## src/disp_mode_pkg.sv

```systemverilog
// Constants and types shared by the display mode command block
package disp_mode_pkg;

    // Command codes taken from the host command byte
    localparam logic [7:0] SOFT_RESET_CMD        = 8'h01;
    localparam logic [7:0] PARTIAL_ON_CMD        = 8'h12;
    localparam logic [7:0] NORMAL_DISPLAY_ON_CMD = 8'h13;
    localparam logic [7:0] INVERT_OFF_CMD        = 8'h20;
    localparam logic [7:0] INVERT_ON_CMD         = 8'h21;

    // Register byte offsets
    localparam logic [7:0] STATUS_OFFSET    = 8'h00;
    localparam logic [7:0] CTRL_OFFSET      = 8'h04;
    localparam logic [7:0] CMD_OFFSET       = 8'h08;
    localparam logic [7:0] CMD_COUNT_OFFSET = 8'h0C;

    // Status register field positions
    localparam int STATUS_NORMAL_BIT        = 0;
    localparam int STATUS_PARTIAL_BIT       = 1;
    localparam int STATUS_INVERT_BIT        = 2;
    localparam int STATUS_ACT_NORMAL_BIT    = 3;
    localparam int STATUS_ACT_INVERT_BIT    = 4;

    // Control register field positions
    localparam int CTRL_SOFT_RESET_BIT      = 0;
    localparam int CTRL_FRAME_SYNC_BIT      = 1;

    // Reset values
    localparam logic       NORMAL_RESET     = 1'b1;
    localparam logic       INVERT_RESET     = 1'b0;
    localparam logic       FRAME_SYNC_RESET = 1'b1;
    localparam logic [7:0] LAST_CMD_RESET   = 8'h00;
    localparam logic [7:0] CMD_COUNT_RESET  = 8'h00;

    // Widths
    localparam int PIXEL_WIDTH   = 18;
    localparam int CMD_WIDTH     = 8;

    // Display mode pair: normal/partial and inversion
    typedef struct packed {
        logic normal;
        logic invert;
    } mode_t;

    // One pixel word with its valid flag
    typedef struct packed {
        logic                   valid;
        logic [PIXEL_WIDTH-1:0] data;
    } pixel_t;

    localparam mode_t MODE_RESET = '{normal: NORMAL_RESET,
                                     invert: INVERT_RESET};

endpackage

```

## src/disp_mode_cmd.sv

```systemverilog
// Display mode and inversion command decoder with APB status and control
//
// Functional notes
// - Normal-display command restores full-screen mode
// - Normal mode on clears partial mode
// - Only partial-on command leaves normal mode
// - Normal-display ignored when already normal
// - Any reset restores normal mode, partial off
// - Inversion-off passes memory pixels unmodified
// - Inversion never touches frame memory contents
// - Inversion commands change no other flag
// - Inversion-off ignored when already off
// - Inversion-on enters inversion until inversion-off
// - Inversion flips every pixel bit to panel
// - Inversion-on ignored when already on
// - Any reset leaves inversion off
// - Commands accepted in every power mode
// - Partial-on command enters partial mode
`timescale 1ns/1ps

module disp_mode_cmd
    import disp_mode_pkg::*;
(
    // Clock and reset
    input  wire logic                   pclk,
    input  wire logic                   presetn,
    // APB slave
    input  wire logic                   psel,
    input  wire logic                   penable,
    input  wire logic                   pwrite,
    input  wire logic [7:0]             paddr,
    input  wire logic [31:0]            pwdata,
    output logic      [31:0]            prdata,
    output logic                        pready,
    output logic                        pslverr,
    // Host command pins, asynchronous to pclk
    input  wire logic                   data_command_select,
    input  wire logic                   read_strobe_n,
    input  wire logic                   write_strobe_n,
    input  wire logic [CMD_WIDTH-1:0]   data_lines,
    // Pixel path from frame memory to panel
    input  wire logic                   frame_start,
    input  wire pixel_t                 pixel_in,
    output pixel_t                      pixel_out,
    // Mode state seen by the panel timing logic
    output logic                        partial_mode,
    output logic                        invert_mode
);

    // Two-flop synchronisers for the host pins; stage one feeds only stage
    // two, and a third flop of the strobe gives the rising edge
    logic [CMD_WIDTH+2:0] pin_meta_reg;
    logic [CMD_WIDTH+2:0] pin_sync_reg;
    logic                 wr_prev_reg;

    always_ff @(posedge pclk or negedge presetn) begin
        if (!presetn) begin
            pin_meta_reg <= '1;
            pin_sync_reg <= '1;
            wr_prev_reg  <= 1'b1;
        end else begin
            pin_meta_reg <= {write_strobe_n, read_strobe_n,
                             data_command_select, data_lines};
            pin_sync_reg <= pin_meta_reg;
            wr_prev_reg  <= pin_sync_reg[CMD_WIDTH+2];
        end
    end

    logic                 wr_sync;
    logic                 rd_sync;
    logic                 dc_sync;
    logic [CMD_WIDTH-1:0] byte_sync;
    logic                 pin_cmd_valid;

    assign wr_sync   = pin_sync_reg[CMD_WIDTH+2];
    assign rd_sync   = pin_sync_reg[CMD_WIDTH+1];
    assign dc_sync   = pin_sync_reg[CMD_WIDTH];
    assign byte_sync = pin_sync_reg[CMD_WIDTH-1:0];

    // command byte on rising write strobe
    // Only a command byte counts; parameter bytes belong to other blocks
    assign pin_cmd_valid = !wr_prev_reg && wr_sync && !dc_sync && rd_sync;

    // APB decode; zero wait unless a pin command claims the decoder
    logic apb_access;
    logic apb_write;
    logic apb_read;
    logic addr_hit;

    assign apb_access = psel && penable;
    assign addr_hit   = (paddr == STATUS_OFFSET) || (paddr == CTRL_OFFSET) ||
                        (paddr == CMD_OFFSET) || (paddr == CMD_COUNT_OFFSET);
    // A pin command and an APB command write would collide in one cycle,
    // so the APB write is held off for that cycle instead of being lost
    assign pready     = !(pin_cmd_valid && pwrite && (paddr == CMD_OFFSET));
    assign pslverr    = apb_access && !addr_hit;
    assign apb_write  = apb_access && pready && pwrite && addr_hit;
    assign apb_read   = apb_access && !pwrite && addr_hit;

    // Select the command source for this cycle
    logic                 cmd_valid;
    logic [CMD_WIDTH-1:0] cmd_code;

    always_comb begin
        cmd_valid = 1'b0;
        cmd_code  = byte_sync;
        if (pin_cmd_valid) begin
            cmd_valid = 1'b1;
        end else if (apb_write && (paddr == CMD_OFFSET)) begin
            cmd_valid = 1'b1;
            cmd_code  = pwdata[CMD_WIDTH-1:0];
        end
    end

    // Control register state
    logic frame_sync_reg;
    logic frame_sync_next;
    logic soft_reset_req;

    assign soft_reset_req = apb_write && (paddr == CTRL_OFFSET) &&
                            pwdata[CTRL_SOFT_RESET_BIT];

    always_comb begin
        frame_sync_next = frame_sync_reg;
        if (apb_write && (paddr == CTRL_OFFSET)) begin
            frame_sync_next = pwdata[CTRL_FRAME_SYNC_BIT];
        end
    end

    always_ff @(posedge pclk or negedge presetn) begin
        if (!presetn) begin
            frame_sync_reg <= FRAME_SYNC_RESET;
        end else begin
            frame_sync_reg <= frame_sync_next;
        end
    end

    // Requested mode state, updated by a completed command byte or a control register soft reset
    mode_t                mode_reg;
    mode_t                mode_next;
    logic [CMD_WIDTH-1:0] last_cmd_reg;
    logic [CMD_WIDTH-1:0] last_cmd_next;
    logic [7:0]           cmd_count_reg;
    logic [7:0]           cmd_count_next;

    always_comb begin
        mode_next      = mode_reg;
        last_cmd_next  = last_cmd_reg;
        cmd_count_next = cmd_count_reg;
        if (cmd_valid) begin
            last_cmd_next  = cmd_code;
            cmd_count_next = cmd_count_reg + 8'h01;
            case (cmd_code)
                SOFT_RESET_CMD: begin
                    mode_next = MODE_RESET;
                end
                PARTIAL_ON_CMD: begin
                    mode_next.normal = 1'b0;
                end
                // setting a set bit changes nothing
                NORMAL_DISPLAY_ON_CMD: begin
                    mode_next.normal = 1'b1;
                end
                INVERT_OFF_CMD: begin
                    mode_next.invert = 1'b0;
                end
                INVERT_ON_CMD: begin
                    mode_next.invert = 1'b1;
                end
                default: begin
                    mode_next = mode_reg;
                end
            endcase
        end
        if (soft_reset_req) begin
            mode_next = MODE_RESET;
        end
    end

    always_ff @(posedge pclk or negedge presetn) begin
        if (!presetn) begin
            mode_reg      <= MODE_RESET;
            last_cmd_reg  <= LAST_CMD_RESET;
            cmd_count_reg <= CMD_COUNT_RESET;
        end else begin
            mode_reg      <= mode_next;
            last_cmd_reg  <= last_cmd_next;
            cmd_count_reg <= cmd_count_next;
        end
    end

    // Active mode seen by the panel; with frame sync on it waits for the
    // frame start so a change never tears a frame mid-scan
    mode_t active_reg;
    mode_t active_next;

    always_comb begin
        active_next = active_reg;
        if (!frame_sync_reg || frame_start) begin
            active_next = mode_reg;
        end
    end

    always_ff @(posedge pclk or negedge presetn) begin
        if (!presetn) begin
            active_reg <= MODE_RESET;
        end else begin
            active_reg <= active_next;
        end
    end

    assign partial_mode = !active_reg.normal;
    assign invert_mode  = active_reg.invert;

    // Pixel path: one cycle of latency, memory side is only read
    pixel_t pixel_reg;
    pixel_t pixel_next;

    always_comb begin
        pixel_next.valid = pixel_in.valid;
        pixel_next.data  = pixel_in.data;
        if (active_reg.invert) begin
            pixel_next.data = ~pixel_in.data;
        end
    end

    always_ff @(posedge pclk or negedge presetn) begin
        if (!presetn) begin
            pixel_reg <= '0;
        end else begin
            pixel_reg <= pixel_next;
        end
    end

    assign pixel_out = pixel_reg;

    // Read data mux; unmapped and idle cycles return zero
    logic [31:0] rdata_mux;

    always_comb begin
        rdata_mux = 32'h0000_0000;
        if (apb_read) begin
            case (paddr)
                STATUS_OFFSET: begin
                    rdata_mux[STATUS_NORMAL_BIT]     = mode_reg.normal;
                    rdata_mux[STATUS_PARTIAL_BIT]    = !mode_reg.normal;
                    rdata_mux[STATUS_INVERT_BIT]     = mode_reg.invert;
                    rdata_mux[STATUS_ACT_NORMAL_BIT] = active_reg.normal;
                    rdata_mux[STATUS_ACT_INVERT_BIT] = active_reg.invert;
                end
                CTRL_OFFSET: begin
                    rdata_mux[CTRL_FRAME_SYNC_BIT] = frame_sync_reg;
                end
                CMD_OFFSET: begin
                    rdata_mux[CMD_WIDTH-1:0] = last_cmd_reg;
                end
                CMD_COUNT_OFFSET: begin
                    rdata_mux[7:0] = cmd_count_reg;
                end
                default: begin
                    rdata_mux = 32'h0000_0000;
                end
            endcase
        end
    end

    assign prdata = rdata_mux;

endmodule

```

## config.mk

```make
export PLATFORM = sky130hd
export DESIGN_NAME = disp_mode_cmd
export DESIGN_NICKNAME = d
export VERILOG_FILES = /design/src/disp_mode_pkg.sv /design/src/disp_mode_cmd.sv
export SDC_FILE = /design/constraint.sdc
export NUM_CORES = 1
export LEC_CHECK = 0
export BUFFER_PORTS_ARGS = -buffer_cell sky130_fd_sc_hd__buf_2
export CELL_PAD_IN_SITES_DETAIL_PLACEMENT = 0
export CELL_PAD_IN_SITES_GLOBAL_PLACEMENT = 2
export CORE_ASPECT_RATIO = 0.9
export CORE_MARGIN = 3
export CORE_UTILIZATION = 31
export CTS_BUF_LIST = sky130_fd_sc_hd__clkbuf_4
export DETAILED_ROUTE_END_ITERATION = 10
export PLACE_DENSITY_LB_ADDON = 0.1
export SLEW_MARGIN = 20
export SYNTH_ARGS = -nofsm -noshare
export SYNTH_HDL_FRONTEND = slang
export SYNTH_SLANG_ARGS = --single-unit
```

## constraint.sdc

```tcl
create_clock -name pclk -period 3.91 [get_ports pclk]
set_clock_uncertainty 0.05 [all_clocks]
set_input_delay 0.782 -clock pclk [delete_from_list [all_inputs] [get_ports pclk]]
set_output_delay 0.782 -clock pclk [all_outputs]
set_load 0.01 [all_outputs]
```

==> flow_metrics.py <==
metrics = {
    "finish": {
        "num_antenna_cells": 0,
        "largest_register_ff_count": 19,
        "layout_common_cells": "buf_2 (82), dfrtp_1 (37), dfstp_2 (26)",
        "final_util": 0.392,
        "synthToLayoutAreaGrowth_pct": 21.2,
        "drive_gt1_frac": 0.410,
        "layout_commonest_cell": "buf_2",
        "fillCellCount": 890,
        "nets": 399,
    },
    "timing": {
        "max_freq_ghz": 0.317,
        "finalCritPeriodShare": 0.808,
        "slew_violations": 0,
        "finalSetupViolations": 0,
        "hold_viol": 0,
        "final_critical_path_setup_slack_ns": 0.751,
        "post-route-min-period_ns": 3.16,
        "fin_tns_setup_ns": 0,
        "slew_headroom": 0.449,
        "worst_slew_pin_slew_ns": 0.827,
        "rsz0062_at_grt": "no",
    },
    "power": {
        "powerDensity_mw_per_mm2": 416,
        "vdd.ir_drop.worst_v": 0.000163,
        "power.total_mw": 1.42,
        "p_leak_nw": 1.61,
    },
    "clock_network": {
        "tritoncts": "yes",
        "root_buffer": "clkbuf_4",
        "postCtsSetupRepairBufs": 0,
        "htree_levels": 3,
        "cts-buffers-inserted": 9,
        "clkLatencyLatePin_ns": 0.38,
        "cts_hold_buf": 0,
        "ctsLongestPathBuffers": 2,
        "cts_resized": 0,
        "cts.clk_slew.worst_paths_ns": 0.09,
        "clkSinkCount": 63,
    },
    "critical_path": {
        "cp.required_ns": 3.08,
        "criticalPathCategory": "in -> out",
        "path_max_fanout": 5,
        "crit_chain": "buf_2 > nor4bb_1 > nand2_1 > nor2_1 > nand2_1 > nor2_1 > buf_2",
        "end_kind": "output pin",
        "critPathMaxStageDelay_ns": 0.57,
        "crit_buf_inv": 2,
        "critPathArrivalTime_ns": 2.33,
        "r2r_end": "mode_reg[0]",
        "reg2reg_depth": 5,
        "rr_startpoint": "pin_sync_reg[8]",
        "startpoint_type": "input pin",
        "r2r_slack_ns": 1.43,
        "crit_family": "simple AND/OR/NAND/NOR gates",
        "critPathSlowestCell": "nor4bb_1",
    },
    "yosys": {
        "synth-edff-count": 0,
        "synth-warning-count": 0,
        "synthFlopType": "dfrtp_1",
        "yosysSeqAreaShare": 0.570,
        "synth_seq_cells": 63,
        "synth_async_sr_flop_share": 1.00,
        "synthTopCellsByArea": "dfrtp_1 (33%), dfstp_2 (24%), mux2i_1 (6.4%), buf_4 (6.4%), xor2_1 (5.9%)",
        "syn_area_per_cell_um2": 12.0,
        "ys_types": 41,
        "yosys.area.top_type": "dfrtp_1",
        "syn_inst": 236,
        "netlist.area_leader.share": 0.328,
        "netlist_area_mm2": 0.00282,
    },
    "grt": {
        "use_met1": 0.150,
        "antenna_found_initial": 0,
        "grt_overflow": 0,
        "grt_max_degree": 38,
        "grt_pass1_vias": 1881,
        "top_usage_layer": "met2",
        "grt_util_met2": 0.187,
        "track_usage": 0.121,
        "grt_pass1_wl_um": 9340,
        "grt_use_met3": 0.0419,
    },
    "route": {
        "drtIter0Drc": 51,
        "wire_per_inst_um": 13.6,
        "vias": 1908,
        "drcViolationCount": 0,
        "ant_nets": 0,
        "drt-total-wl_um": 6050,
        "vias_per_cell": 4.28,
        "first_pass_iters": 4,
    },
    "placement": {
        "place_congestion": 0.732,
        "pre_cts_slack_ns": 0.734,
        "portBuffers": 82,
        "dpl.hpwl_um": 4560,
    },
    "floorplan": {
        "dieArea_mm2": 0.0103,
        "core_area_mm2": 0.00873,
        "die_height_um": 96.5,
        "rows": 32,
        "num_io_pins": 131,
        "die_w_um": 107,
        "start_util": 0.323,
    },
    "flow_run": {
        "max_cap_viol_count": 0,
    },
    "hold_path": {
        "hp-class": "reg -> reg",
        "worstHoldPathCells": 0,
        "hold_end": "pin_sync_reg[5]",
        "min_from": "pin_meta_reg[5]",
    },
    "run_status": {
        "status": "finished clean",
    },
}
## worst max path at each step
stage | from | endpoint | slack (ns) | cells after the start
2_1_floorplan | paddr[7] | prdata[5] | 1.26 | 5
3_3_place_gp | paddr[7] | prdata[6] | 0.78 | 7
3_5_place_dp | paddr[7] | prdata[5] | 0.73 | 7
4_1_cts | paddr[7] | prdata[5] | 0.70 | 7
5_1_grt | paddr[7] | prdata[6] | 0.47 | 7
6_report | paddr[7] | prdata[5] | 0.75 | 7
## Yosys cell counts (2+ instances only)
cell	number
a31oi_1	5
o21ai_0	8
nor2_1	14
dfstp_2	26
buf_1	3
nor4_1	2
buf_4	24
xor2_1	19
a21oi_1	2
inv_1	3
clkbuf_1	3
nor3_1	8
nand4_1	6
and3_1	7
nor2b_1	2
xnor2_1	6
mux2_2	4
mux2i_1	18
nand3_1	2
dfrtp_1	37
nand2_1	16
buf_2	2
## per-layer routing
metal	up-vias	wire (µm)	share of wire
li1	936	-	-
met1	897	2730	0.45
met2	69	2750	0.45
met3	6	495	0.082
met4	0	70	0.012
met5	-	0	0
## metrics by stage
| step | area (µm²) | hold slack [ns] | instances |
|---|---|---|---|
| after floorplan | 2910 | 0.295 | 259 |
| after global placement | 3270 | 0.296 | 430 |
| after detailed placement | 3270 | 0.297 | 430 |
| after CTS | 3420 | 0.311 | 446 |
| after global routing | 3420 | 0.314 | 446 |
| final | 3420 | 0.310 | 446 |
## cell type report
cell class              instances  area, µm²  area share
clock inverters                 5       72.6      0.0212
repair buffers                 85        433       0.127
flip-flops and latches         63       1610       0.470
inverters                       3       11.3     0.00329
clock buffers                  11       82.6      0.0241
multi-input cells             160       1060       0.311
well taps                     119        149      0.0435
## where the power goes
part | total (mW) | internal (mW) | switching, mW
clock | 0.486 | 0.269 | 0.217
combinational | 0.167 | 0.0767 | 0.0903
sequential | 0.769 | 0.722 | 0.0465
## cells by family (layout without fill, tap and decap cells)
group,Yosys count,after routing,share of synthesized area
AND/OR/NAND/NOR,66,66,0.130
flip-flops,63,63,0.570
buffers and inverters,36,104,0.0834
XOR/XNOR,25,25,0.0776
multiplexers,23,23,0.0878
AO/OA/AOI/OAI,21,21,0.0448
adder cells (fa/ha/maj),1,1,0.00443
other,1,24,0.00133
No activity file was read; power rests on OpenSTA's default activity.
